===== src/common/stream_ctrl_defines.vh =====
// Constants for the stream, tick counter and configuration set control block.
// Assumes a 250 MHz system clock and a plain strobe register port.
`ifndef STREAM_CTRL_DEFINES_VH
`define STREAM_CTRL_DEFINES_VH

`define ADDR_DEST_PORT     8'h00
`define ADDR_STREAM_CFG    8'h04
`define ADDR_IPD           8'h08
`define ADDR_DEST_IP       8'h0C
`define ADDR_PKT_BYTES     8'h10
`define ADDR_TICK_RATE_LO  8'h14
`define ADDR_TICK_RATE_HI  8'h18
`define ADDR_TICK_CMD      8'h1C
`define ADDR_SNAP_LO       8'h20
`define ADDR_SNAP_HI       8'h24
`define ADDR_SET_SELECT    8'h28
`define ADDR_SET_CMD       8'h2C
`define ADDR_SET_STARTUP   8'h30
`define ADDR_STATUS        8'h34

`define CFG_TEST_BIT       0
`define CFG_NOFRAG_BIT     1
`define CMD_SNAP_BIT       0
`define CMD_CLEAR_BIT      1
`define CMD_RESTORE_BIT    0
`define CMD_STORE_BIT      1

`define PKT_BYTES_MIN      16'h0048
`define PKT_BYTES_MAX      16'h1FE4
`define PKT_BYTES_RESET    16'h05DC
`define DEST_PORT_RESET    16'h0000
`define IPD_RESET          32'h0000_0000
`define DEST_IP_RESET      32'h0000_0000
`define SET_FACTORY        3'h0
`define SET_LAST           3'h4
`define TICK_RATE_RESET    64'h0000_0000_0EE6_B280

`endif


===== src/verilog/stream_word_fifo.v =====
// Holds no logic: the payload FIFO module sits in stream_ctrl.v beside its only user.
// Assumes nothing; keeping all logic in one design file.

===== src/verilog/stream_ctrl.v =====
// Stream channel control, tick counter and configuration set storage.
// Assumes a strobe register port and a downstream packet sender that
// reports packet end; payload words arrive from the image pipeline.
`include "stream_ctrl_defines.vh"
module stream_ctrl #(
	parameter        FIFO_DEPTH = 16,
	parameter        FIFO_AW    = 4,
	parameter [63:0] TICK_RATE  = `TICK_RATE_RESET
) (
	input  wire        sys_clk,
	input  wire        rst_b,
	input  wire        clk_en,
	input  wire [7:0]  reg_addr,
	input  wire [31:0] reg_wdata,
	input  wire        reg_wr,
	input  wire        reg_rd,
	output reg  [31:0] reg_rdata,
	input  wire        tick,
	input  wire [31:0] pix_data,
	input  wire        pix_valid,
	output reg         pix_ready,
	input  wire        pix_last,
	output reg  [31:0] tx_data,
	output reg         tx_valid,
	input  wire        tx_ready,
	output reg         tx_start,
	output reg         tx_test,
	output reg  [15:0] tx_bytes,
	output reg  [15:0] stream_dest_port,
	output reg  [31:0] stream_dest_ip,
	output reg         stream_no_fragment_flag,
	input  wire        tx_done,
	output reg         tx_busy
);
	localparam ST_IDLE = 2'd0;
	localparam ST_SEND = 2'd1;
	localparam ST_WAIT = 2'd2;
	localparam ST_GAP  = 2'd3;
	localparam [FIFO_AW:0] FILL_MAX = FIFO_DEPTH[FIFO_AW:0];

	// Working settings
	reg [31:0] stream_interpacket_delay;
	reg [15:0] stream_packet_bytes;
	reg [2:0]  config_set_select;
	reg [2:0]  config_set_startup;
	reg [63:0] tick_count;
	reg [63:0] tick_counter_snapshot;
	reg        test_pending;
	reg        store_rejected;
	reg        boot_load;
	// Stored user sets; index 0 is the factory image and is never written
	reg [15:0] nv_port  [0:4];
	reg [31:0] nv_ip    [0:4];
	reg [31:0] nv_ipd   [0:4];
	reg [15:0] nv_bytes [0:4];
	reg        nv_nofrag[0:4];
	reg [1:0]  state;
	reg [31:0] gap_count;
	reg [15:0] sent_bytes;
	reg  [FIFO_AW:0] fill;
	wire [FIFO_AW:0] next_fill;
	wire [32:0] f_data;
	wire        f_valid;
	wire        f_push;
	wire        f_pop;
	wire        f_take;

	function [15:0] clamp_bytes;
		input [15:0] v;
		begin
			if (v < `PKT_BYTES_MIN)
				clamp_bytes = `PKT_BYTES_MIN;
			else if (v > `PKT_BYTES_MAX)
				clamp_bytes = `PKT_BYTES_MAX;
			else
				clamp_bytes = v;
		end
	endfunction

	function hit;
		input [7:0] a;
		input [7:0] target;
		begin
			hit = (a == target);
		end
	endfunction

	stream_word_fifo #(
		.WIDTH(33),
		.DEPTH(FIFO_DEPTH),
		.AW   (FIFO_AW)
	) u_fifo (
		.sys_clk  (sys_clk),
		.rst_b    (rst_b),
		.clk_en   (clk_en),
		.in_data  ({pix_last, pix_data}),
		.in_valid (f_push),
		.in_ready (),
		.out_data (f_data),
		.out_valid(f_valid),
		.out_ready(f_take)
	);

	// Pops only while the sender is inside a packet and not back-pressured
	assign f_take = (state == ST_SEND) && (!tx_valid || tx_ready);
	// Ready is registered, so it comes from the fill level after this edge;
	// a word only counts as handed over while the source sees ready high
	assign f_push    = pix_valid & pix_ready;
	assign f_pop     = f_take & f_valid;
	assign next_fill = fill + {{FIFO_AW{1'b0}}, f_push} - {{FIFO_AW{1'b0}}, f_pop};

	always @(posedge sys_clk) begin
		if (clk_en && reg_wr && hit(reg_addr, `ADDR_SET_CMD) && reg_wdata[`CMD_STORE_BIT]
		    && config_set_select != `SET_FACTORY && config_set_select <= `SET_LAST) begin
			nv_port[config_set_select]   <= stream_dest_port;
			nv_ip[config_set_select]     <= stream_dest_ip;
			nv_ipd[config_set_select]    <= stream_interpacket_delay;
			nv_bytes[config_set_select]  <= stream_packet_bytes;
			nv_nofrag[config_set_select] <= stream_no_fragment_flag;
		end
	end

	// Startup choice lives with the stored sets, so a reset does not lose it
	always @(posedge sys_clk) begin
		if (clk_en && reg_wr && hit(reg_addr, `ADDR_SET_STARTUP) && reg_wdata[2:0] <= `SET_LAST)
			config_set_startup <= reg_wdata[2:0];
	end

	always @(posedge sys_clk or negedge rst_b) begin
		if (!rst_b) begin
			stream_dest_port         <= `DEST_PORT_RESET;
			stream_dest_ip           <= `DEST_IP_RESET;
			stream_interpacket_delay <= `IPD_RESET;
			stream_packet_bytes      <= `PKT_BYTES_RESET;
			stream_no_fragment_flag  <= 1'b0;
			config_set_select        <= `SET_FACTORY;
			tick_count               <= 64'h0000_0000_0000_0000;
			tick_counter_snapshot    <= 64'h0000_0000_0000_0000;
			test_pending             <= 1'b0;
			store_rejected           <= 1'b0;
			boot_load                <= 1'b1;
			reg_rdata                <= 32'h0000_0000;
		end else if (clk_en) begin
			if (tick)
				tick_count <= tick_count + 64'h0000_0000_0000_0001;
			if (boot_load) begin
				boot_load <= 1'b0;
				if (config_set_startup != `SET_FACTORY && config_set_startup <= `SET_LAST) begin
					stream_dest_port         <= nv_port[config_set_startup];
					stream_dest_ip           <= nv_ip[config_set_startup];
					stream_interpacket_delay <= nv_ipd[config_set_startup];
					stream_packet_bytes      <= nv_bytes[config_set_startup];
					stream_no_fragment_flag  <= nv_nofrag[config_set_startup];
				end
			end
			if (state == ST_IDLE && test_pending && !f_valid)
				test_pending <= 1'b0;
			if (reg_wr) begin
				case (reg_addr)
				`ADDR_DEST_PORT: stream_dest_port <= reg_wdata[15:0];
				`ADDR_STREAM_CFG: begin
					stream_no_fragment_flag <= reg_wdata[`CFG_NOFRAG_BIT];
					if (reg_wdata[`CFG_TEST_BIT])
						test_pending <= 1'b1;
				end
				`ADDR_IPD: stream_interpacket_delay <= reg_wdata;
				`ADDR_DEST_IP: stream_dest_ip <= reg_wdata;
				`ADDR_PKT_BYTES: stream_packet_bytes <= clamp_bytes(reg_wdata[15:0]);
				`ADDR_TICK_CMD: begin
					if (reg_wdata[`CMD_SNAP_BIT])
						tick_counter_snapshot <= tick_count;
					if (reg_wdata[`CMD_CLEAR_BIT])
						tick_count <= 64'h0000_0000_0000_0000;
				end
				`ADDR_SET_SELECT: if (reg_wdata[2:0] <= `SET_LAST)
					config_set_select <= reg_wdata[2:0];
				`ADDR_SET_CMD: begin
					if (reg_wdata[`CMD_STORE_BIT])
						store_rejected <= (config_set_select == `SET_FACTORY);
					if (reg_wdata[`CMD_RESTORE_BIT] && config_set_select != `SET_FACTORY) begin
						stream_dest_port         <= nv_port[config_set_select];
						stream_dest_ip           <= nv_ip[config_set_select];
						stream_interpacket_delay <= nv_ipd[config_set_select];
						stream_packet_bytes      <= nv_bytes[config_set_select];
						stream_no_fragment_flag  <= nv_nofrag[config_set_select];
					end else if (reg_wdata[`CMD_RESTORE_BIT]) begin
						stream_dest_port         <= `DEST_PORT_RESET;
						stream_dest_ip           <= `DEST_IP_RESET;
						stream_interpacket_delay <= `IPD_RESET;
						stream_packet_bytes      <= `PKT_BYTES_RESET;
						stream_no_fragment_flag  <= 1'b0;
					end
				end
				default: ;
				endcase
			end
			if (reg_rd) begin
				case (reg_addr)
				`ADDR_DEST_PORT:    reg_rdata <= {16'h0000, stream_dest_port};
				`ADDR_STREAM_CFG:   reg_rdata <= {30'h0, stream_no_fragment_flag, test_pending};
				`ADDR_IPD:          reg_rdata <= stream_interpacket_delay;
				`ADDR_DEST_IP:      reg_rdata <= stream_dest_ip;
				`ADDR_PKT_BYTES:    reg_rdata <= {16'h0000, stream_packet_bytes};
				`ADDR_TICK_RATE_LO: reg_rdata <= TICK_RATE[31:0];
				`ADDR_TICK_RATE_HI: reg_rdata <= TICK_RATE[63:32];
				`ADDR_SNAP_LO:      reg_rdata <= tick_counter_snapshot[31:0];
				`ADDR_SNAP_HI:      reg_rdata <= tick_counter_snapshot[63:32];
				`ADDR_SET_SELECT:   reg_rdata <= {29'h0, config_set_select};
				`ADDR_SET_STARTUP:  reg_rdata <= {29'h0, config_set_startup};
				`ADDR_STATUS:       reg_rdata <= {29'h0, store_rejected, test_pending, tx_busy};
				default:            reg_rdata <= 32'h0000_0000;
				endcase
			end else begin
				reg_rdata <= 32'h0000_0000;
			end
		end
	end

	// Packet sequencer; the gap counts ticks only after the sender signals packet end
	always @(posedge sys_clk or negedge rst_b) begin
		if (!rst_b) begin
			state      <= ST_IDLE;
			gap_count  <= 32'h0000_0000;
			sent_bytes <= 16'h0000;
			tx_data    <= 32'h0000_0000;
			tx_valid   <= 1'b0;
			tx_start   <= 1'b0;
			tx_test    <= 1'b0;
			tx_bytes   <= 16'h0000;
			tx_busy    <= 1'b0;
			pix_ready  <= 1'b0;
			fill       <= {(FIFO_AW+1){1'b0}};
		end else if (clk_en) begin
			tx_start  <= 1'b0;
			fill      <= next_fill;
			pix_ready <= (next_fill < FILL_MAX);
			if (tx_valid && tx_ready)
				tx_valid <= 1'b0;
			case (state)
			ST_IDLE: begin
				if (f_valid) begin
					tx_start   <= 1'b1;
					tx_test    <= 1'b0;
					tx_bytes   <= stream_packet_bytes;
					sent_bytes <= 16'h0000;
					tx_busy    <= 1'b1;
					state      <= ST_SEND;
				end else if (test_pending) begin
					tx_start <= 1'b1;
					tx_test  <= 1'b1;
					tx_bytes <= `PKT_BYTES_MIN;
					tx_busy  <= 1'b1;
					state    <= ST_WAIT;
				end
			end
			ST_SEND: begin
				if (f_take && f_valid) begin
					tx_data    <= f_data[31:0];
					tx_valid   <= 1'b1;
					sent_bytes <= sent_bytes + 16'h0004;
					// Short final packet ends on the last flag stored beside its word
					if (f_data[32] || sent_bytes + 16'h0008 > stream_packet_bytes)
						state <= ST_WAIT;
				end
			end
			ST_WAIT: begin
				if (tx_done && !tx_valid) begin
					gap_count <= 32'h0000_0000;
					state     <= ST_GAP;
				end
			end
			ST_GAP: begin
				if (gap_count >= stream_interpacket_delay) begin
					tx_busy <= 1'b0;
					state   <= ST_IDLE;
				end else if (tick) begin
					gap_count <= gap_count + 32'h0000_0001;
				end
			end
			default: state <= ST_IDLE;
			endcase
		end
	end
endmodule // stream_ctrl

// Synchronous FIFO for stream payload words.
// Assumes one clock; the reader may stall so the writer sees ready fall.
module stream_word_fifo #(
	parameter WIDTH = 32,
	parameter DEPTH = 16,
	parameter AW    = 4
) (
	input  wire             sys_clk,
	input  wire             rst_b,
	input  wire             clk_en,
	input  wire [WIDTH-1:0] in_data,
	input  wire             in_valid,
	output wire             in_ready,
	output wire [WIDTH-1:0] out_data,
	output wire             out_valid,
	input  wire             out_ready
);
	reg [WIDTH-1:0] mem [0:DEPTH-1];
	reg [AW:0]      wr_ptr;
	reg [AW:0]      rd_ptr;
	wire            full;
	wire            empty;
	wire            do_wr;
	wire            do_rd;

	assign full      = (wr_ptr[AW-1:0] == rd_ptr[AW-1:0]) && (wr_ptr[AW] != rd_ptr[AW]);
	assign empty     = (wr_ptr == rd_ptr);
	assign in_ready  = ~full;
	assign out_valid = ~empty;
	assign out_data  = mem[rd_ptr[AW-1:0]];
	assign do_wr     = in_valid & ~full;
	assign do_rd     = out_ready & ~empty;

	always @(posedge sys_clk) begin
		if (clk_en && do_wr)
			mem[wr_ptr[AW-1:0]] <= in_data;
	end

	always @(posedge sys_clk or negedge rst_b) begin
		if (!rst_b) begin
			wr_ptr <= {(AW+1){1'b0}};
			rd_ptr <= {(AW+1){1'b0}};
		end else if (clk_en) begin
			if (do_wr)
				wr_ptr <= wr_ptr + 1'b1;
			if (do_rd)
				rd_ptr <= rd_ptr + 1'b1;
		end
	end
endmodule // stream_word_fifo


===== config.mk =====
export PLATFORM = sky130hd
export DESIGN_NAME = stream_ctrl
export DESIGN_NICKNAME = d
export VERILOG_FILES = /design/src/verilog/stream_word_fifo.v /design/src/verilog/stream_ctrl.v
export VERILOG_INCLUDE_DIRS = /design/src /design/src/common
export SDC_FILE = /design/constraint.sdc
export NUM_CORES = 2
export LEC_CHECK = 0
export BUFFER_PORTS_ARGS = -buffer_cell sky130_fd_sc_hd__buf_4
export CELL_PAD_IN_SITES_DETAIL_PLACEMENT = 1
export CELL_PAD_IN_SITES_GLOBAL_PLACEMENT = 1
export CORE_ASPECT_RATIO = 0.7
export CORE_MARGIN = 3
export CORE_UTILIZATION = 40
export DETAILED_ROUTE_END_ITERATION = 8
export PLACE_DENSITY_LB_ADDON = 0.12
export SLEW_MARGIN = 20
export SYNTH_ARGS = -nofsm -noshare
export SYNTH_HDL_FRONTEND = slang
export SYNTH_SLANG_ARGS = --single-unit

===== constraint.sdc =====
create_clock -name sys_clk -period 21.5 [get_ports sys_clk]
set_input_delay 4.3 -clock sys_clk [delete_from_list [all_inputs] [get_ports sys_clk]]
set_output_delay 4.3 -clock sys_clk [all_outputs]
set_load 0.01 [all_outputs]

Yosys cells after proc, flatten, opt, wreduce, memory -nomap -nowiden
Memory sizes are Yosys's and may differ from the RTL's. A register that Yosys moved wholly into a read port is not among the register bits.
Index checks and enable logic that the tools add are counted.
{"block": "totals", "reg_bits": 384, "latch_bits": 0, "ramBits": 1013, "romBits": 0, "output_inout_bits": 134, "word_cells": 197, "memories": 6}
{"block": "op_classes", "n_addsub": 8, "n_mul": 0, "div_mod_pow": 0, "magnitude_cmp": 8, "n_eq_ne": 27, "n_shift": 0, "n_mux": 78, "n_bitwise": 5, "reduce_logical": 39}
{"name": "u_fifo.mem", "words": 16, "word_bits": 33, "rd": 1, "rd_clocked_by_memory_dff": 0, "wr": 1, "line": "stream_ctrl.v:303", "rtl": "reg [WIDTH-1:0] mem [0:DEPTH-1];"}
{"name": "nv_ip", "words": 5, "word_bits": 32, "rd": 2, "rd_clocked_by_memory_dff": 1, "wr": 1, "line": "stream_ctrl.v:53", "rtl": "reg [31:0] nv_ip [0:4];"}
{"name": "nv_ipd", "words": 5, "word_bits": 32, "rd": 2, "rd_clocked_by_memory_dff": 1, "wr": 1, "line": "stream_ctrl.v:54", "rtl": "reg [31:0] nv_ipd [0:4];"}
{"name": "nv_bytes", "words": 5, "word_bits": 16, "rd": 2, "rd_clocked_by_memory_dff": 1, "wr": 1, "line": "stream_ctrl.v:55", "rtl": "reg [15:0] nv_bytes [0:4];"}
{"name": "nv_port", "words": 5, "word_bits": 16, "rd": 2, "rd_clocked_by_memory_dff": 1, "wr": 1, "line": "stream_ctrl.v:52", "rtl": "reg [15:0] nv_port [0:4];"}
{"name": "nv_nofrag", "words": 5, "word_bits": 1, "rd": 2, "rd_clocked_by_memory_dff": 1, "wr": 1, "line": "stream_ctrl.v:56", "rtl": "reg nv_nofrag[0:4];"}
{"operator": "$mux W32", "n": 14}
{"operator": "$pmux W32 S11", "n": 1}
{"operator": "$mux W16", "n": 16}
{"operator": "$mux W64", "n": 4}
{"operator": "$pmux W32 S2", "n": 3}
{"operator": "$pmux W16 S2", "n": 3}
{"operator": "$add A64 B1 Y64 const B", "n": 1}
{"operator": "$eq A8 B6 Y1 const B", "n": 6}
{"operator": "$add A32 B1 Y32 const B", "n": 1}
{"operator": "$ge A32 B32 Y1", "n": 1}
{"operator": "$eq A8 B5 Y1 const B", "n": 3}
{"operator": "$mux W1", "n": 23}
{"operator": "$reduce_and A4 Y1", "n": 5}
{"operator": "$logic_and A1 B1 Y1", "n": 17}
{"operator": "$add A16 B3 Y16 const B", "n": 1}
{"operator": "$add A16 B4 Y16 const B", "n": 1}
{"operator": "$eq A8 B4 Y1 const B", "n": 2}
{"operator": "$gt A16 B13 Y1 const B", "n": 1}
{"operator": "$gt A16 B16 Y1", "n": 1}
{"operator": "$lt A16 B7 Y1 const B", "n": 1}
{"operator": "$mux W3", "n": 5}
{"operator": "$mux W2", "n": 6}
{"operator": "$ne A2 B2 Y1 const B", "n": 6}
{"operator": "$add A5 B1 Y5 const B", "n": 2}
{"operator": "other kinds (27)", "n": 41}

Logic depth before layout (Yosys ltp)
{"block": "depth", "depth_word": 8, "depth_mapped": 16, "mapped_depth_nobuf": 15}

By module
Synthesis repeated with hierarchy kept, for this count alone.
{"block": "hier_totals", "cells_unflattened": 4332, "hier_area_um2": 62336.0}
{"module": "stream_ctrl", "instances": 1, "cells_each": 3300, "area_per_inst_um2": 41482.3}
{"module": "stream_word_fifo", "instances": 1, "cells_each": 1032, "area_per_inst_um2": 20853.8}

Worst setup path before layout
Ideal clock, no wire load.
{"block": "synth_timing", "path_type": "input to register", "start": "input port reg_addr[4]", "end": "memory nv_bytes[4][0], enable pin", "setup_time_ns": 0.790, "arrival_time_ns": 14.378, "setup_slack_ns": 6.332, "cell_stages": 5, "path_cell_list": "nor4b_1 > nand2_1 > nor2_1 > nand2_1 > nor4_1"}
{"block": "synth_via", "elab_chain_len": 7}
{"item": "from (decl)", "line": "stream_ctrl.v:13", "rtl": "input wire [7:0] reg_addr,"}
{"item": "$eq A8 B6 Y1", "line": "stream_ctrl.v:84", "rtl": "hit = (a == target);"}
{"item": "$logic_and A1 B1 Y1 (2 in series)", "line": "stream_ctrl.v:113", "rtl": "if (clk_en && reg_wr && hit(reg_addr, `ADDR_SET_CMD) && reg_wdata[`CMD_STORE_BIT]"}
{"item": "$logic_and A1 B1 Y1 (no line) (2 in series)"}
{"item": "$mux W1", "line": "stream_ctrl.v:113"}
{"item": "$mux W1 (implied by the code)", "line": "stream_ctrl.v:118", "rtl": "nv_bytes[config_set_select] <= stream_packet_bytes;"}
{"item": "to (decl)", "line": "stream_ctrl.v:55"}
Every way passes these cells.

Worst setup path in the final report
{"block": "layout_timing", "start": "input port reg_addr[4]", "end": "memory nv_ip[1][6], enable pin"}
{"block": "layout_via", "elab_chain_len": 7}
{"item": "$eq A8 B6 Y1", "line": "stream_ctrl.v:84"}
{"item": "$logic_and A1 B1 Y1 (2 in series)", "line": "stream_ctrl.v:113"}
{"item": "$logic_and A1 B1 Y1 (no line) (2 in series)"}
{"item": "$mux W1", "line": "stream_ctrl.v:113"}
{"item": "$mux W1 (implied by the code)", "line": "stream_ctrl.v:116", "rtl": "nv_ip[config_set_select] <= stream_dest_ip;"}
{"item": "to (decl)", "line": "stream_ctrl.v:53"}
Every way passes these cells.

==> impl_summary.md <==
GRT
The via count of the first global-routing pass is about 40k. The initial antenna violation count is 19. The remaining global-route overflow is 0. Global routing used 26.0% of the available tracks. The pin count of the biggest net entering global routing is 167. The first global-routing pass estimated between 200 and 300 mm of wire.

STA
The worst pin sits at a relative slew slack of between 20 and 25%. The minimum clock period after layout is between 7 and 8 ns. For the pin with the worst max-slew slack, the measured transition is roughly 1.2 ns.

The setup skew after layout is about 0.043 ns. The setup TNS is 0 ns. The hold violation total from the final report is 0. The count of final max-slew check failures was 0. Setup repair after global routing left no endpoint under its margin.

The highest attainable clock frequency is around 0.13 GHz. Of the available clock period, the critical path in the final layout requires around 36%. Setup violations remaining at the end of the flow were counted as 0.

Clock network
The library cell used as clock root buffer is clkbuf_16. Clock-pin slew was measured on the worst setup and hold paths at 0.06 ns. The H-tree level count is 4. The quantity of gates resized following cts is 0. The tree built by TritonCTS fans out to 1398 sinks. No sink is reached through more buffers than the 3 on the longest clock path. The number of buffers inserted during clock tree synthesis is between 100 and 150. The clock tree from TritonCTS is built. For the worst-skew pair, the clock arrives at the later sink with an insertion delay of approximately 0.8 ns. Post-CTS timing repair inserted 0 buffers for setup. The number of buffers inserted by hold repair at cts is 0.

Finish
The layout overhead on the synthesized area is 14.6%. The filler cell count in the final layout is 14.9k. With fillers left out, the area of the finished cells amounts to 70700 um2. The final net count is between 4k and 5k. For this run, the share of the core covered by cells in the final layout is a little under half. The final instance count without filler cells is approximately 6.6k. The fraction of final layout cells with drive strength greater than 1 is between 20 and 25%.

Synth
The share of flip-flops with an asynchronous set or reset is between 20 and 30%. The gate count of the mapped netlist is 4168. The synthesized flop and latch total is approximately 1.4k. The post-synthesis cell type count is 85. During synthesis, Yosys emitted a total of 0 warnings. The number of synthesized flops with an enable pin is between 1k and 1.5k. The synthesized area divided by synthesized cell count is 14.8 um2.

The post-synth design cell area is between 60000 and 70000 um2. For this run, the register share of the synthesized area comes to between 60% and 70%. The top flip-flop cell by instance count after synthesis is edfxtp_1.

Drt
The final routed wire length divided by cell count is roughly 31 um. The ratio of routed vias to standard cells is 6.05. The first detailed-routing pass ran for 6 iterations.

The number of routed nets with antenna violations is 0. The detailed router placed 39.8k vias in this run. The iteration-0 DRC count of the detailed router is 4586. The final routed DRC violation total is 0.

The final layout contains routed wiring with a total length of just over 200 mm.

Die
The die covers around 160000 um2. The floorplan die height is approximately 330 um. The initialized floorplan defines around 120 standard-cell rows.

For this configuration, the core starts out at a cell density of approximately 40%. The placeable core area is between 150000 and 200000 um2. The die width is about 480 um. The number of ports placed on the die boundary is around 220.

Critical path
The kind of launch point of the worst setup path is an input port. STA classifies the critical path endpoint as a flop. The arrival time at the worst endpoint is between 8 and 9 ns. The most critical setup path has its startpoint at reg_addr[4]. The setup path with the least slack is of type in -> reg. The startpoint of the most critical register-to-register path is config_set_select[2]. The critical path required time is 21.91 ns. Along the worst path, the maximum fanout reaches 41.

Status
The run finished with clean final reports.

Placed design
Input and output buffers added on the ports amount to 215. Once placement completed, the tool counted placed cells totaling 6310. In this run the cell area measured after placement is 66000 um2.

The detailed placer's ending HPWL is approximately 130 mm. The congestion estimate from routability-driven global placement came to 0.826.

Power and ir drop
The clock share of power is about 36%. The proportion of power drawn by flip-flops and latches is between 40% and 50%. The internal power of the cells totals ~5 mW. The part of the total power dissipated in combinational logic is around 17%. The leakage component of the power is 25.4 nW. Of the total power, the share spent switching nets is 27.2%. In this run the power spent charging and discharging nets is roughly 1.9 mW. The worst-case IR drop observed on VDD is ~84 uV.

The cell area power density is 98.3 nW/um2.

Worst hold path
The path category of the worst min-delay check is reg -> reg. The startpoint of the most critical hold path is reg_rdata[26].

Job
The tool flagged a number of max-cap violations equal to 0.
-- kinds of logic after synthesis --
family	count (synthesis)	synth area share (%)
AO/OA/AOI/OAI	803	8.56
XOR/XNOR	91	1.29
adder cells (fa/ha/maj)	66	1.35
buffers and inverters	349	2.28
flip-flops	1398	64.9
multiplexers	549	14.5
other	1	0.00608
AND/OR/NAND/NOR	911	7.02
-- sequential cells by signal, indices dropped and copies added, names as in the netlist, 3 cells and up, named ones only --
signal and cells:
u_fifo.rd_ptr 5, reg_rdata 32, tx_bytes 16, u_fifo.wr_ptr 5, nv_nofrag 5, sent_bytes 14
tick_count 64, fill 5, stream_dest_ip 32, stream_interpacket_delay 32, nv_ip 160, nv_bytes 80
tick_counter_snapshot 64, u_fifo.mem 528, stream_dest_port 16, gap_count 32, config_set_startup 3, tx_data 32
nv_ipd 160, config_set_select 3, stream_packet_bytes 16, nv_port 80
-- area by class of cell --
class / count / area [um2] / area share (%)
clock buffers: 215 / 4260 / 6.03
multi-input cells: 2517 / 20700 / 29.3
flip-flops and latches: 1398 / 40100 / 56.7
diodes: 6 / 15.0 / 0.0212
inverters: 88 / 332 / 0.469
well taps: 1996 / 2500 / 3.53
clock inverters: 48 / 377 / 0.533
repair buffers: 312 / 2390 / 3.39
-- final timing paths --
check	end	slack, ns	cells after the start
setup / recovery	nv_ip[1][6]	13.72	8
hold / removal	reg_rdata[26]	0.49	1
setup reg to reg	nv_ip[4][28]	17.02	4
hold reg to reg	reg_rdata[26]	0.49	1
max in group asynchronous	u_fifo.rd_ptr[1]	15.74	3
min in group asynchronous	stream_dest_ip[22]	3.52	1
-- power by group through the flow --
stage | Combinational [mW] | Sequential (mW) | Clock, mW
after CTS | 1.18 | 3.28 | 2.57
final | 1.16 | 3.28 | 2.51
after detailed placement | 1.17 | 3.33 | 0
after global routing | 1.26 | 3.30 | 2.68
after floorplan | 0.789 | 3.23 | 0
after global placement | 1.15 | 3.33 | 0
-- cell usage after synthesis (8+ instances only) --
library cell	count	area, um2
edfxtp_1	1016	30500
dfrtp_1	371	9280
nor2_1	289	1080
nand2_1	281	1050
mux4_2	261	5880
o21ai_0	206	1030
a21oi_1	182	911
clkbuf_1	173	649
mux2_2	161	1810
mux2i_1	119	1190
inv_1	86	323
nand3_1	81	405
o22ai_1	69	432
ha_1	65	813
o221ai_1	64	561
buf_2	48	240
xnor2_1	47	412
a211oi_1	45	338
nor3_1	45	225
xor2_1	44	385
nand4_1	35	219
a22o_1	34	298
buf_1	34	128
and3_1	33	206
and2_1	32	200
a221oi_1	30	263
a22oi_1	26	195
or3_1	26	163
o2bb2ai_1	24	210
a21o_1	18	135
a221o_1	16	160
and4_1	15	131
a222oi_1	14	140
a31oi_1	14	87.6
nand2b_1	14	87.6
or4b_1	14	140
dfstp_2	8	210
mux2_1	8	90.1
o31ai_1	8	60.1
-- routing by layer --
| metal | global-route usage [%] | routed length, um |
|---|---|---|
| met5 | 0.687 | 0 |
| met4 | 5.84 | 3710 |
| met3 | 6.93 | 19000 |
| met2 | 36.0 | 86500 |
| met1 | 40.4 | 98000 |
-- placed cells by master (no fill, tap or decap), types with 86 or more instances in the layout --
cell type     n
edfxtp_1   1016
a21oi_1     182
mux2_2      161
dfrtp_1     364
mux4_2      261
buf_4       308
o21ai_0     206
nor2_1      282
clkbuf_16   152
mux2i_1     119
conb_1       97
nand2_1     280
inv_1        86
-- stage by stage --
stage / hold WS (ns) / total power [mW] / setup WS (ns)
floorplan: 0.450 / 4.02 / 6.33
global placement: 0.466 / 4.48 / 13.03
detailed placement: 0.472 / 4.51 / 12.98
CTS: 0.485 / 7.02 / 13.81
global route: 0.510 / 7.24 / 13.50
finish: 0.486 / 6.95 / 13.72
-- worst max-delay path: stages --
cell,delay (ns)
buf_4,0.14
nor4b_1,0.51
nand2_1,0.40
nor2_1,0.27
nand2_1,0.30
nor2_4,0.75
buf_4,0.75
buf_4,0.67
(Power assumes the default switching activity.)
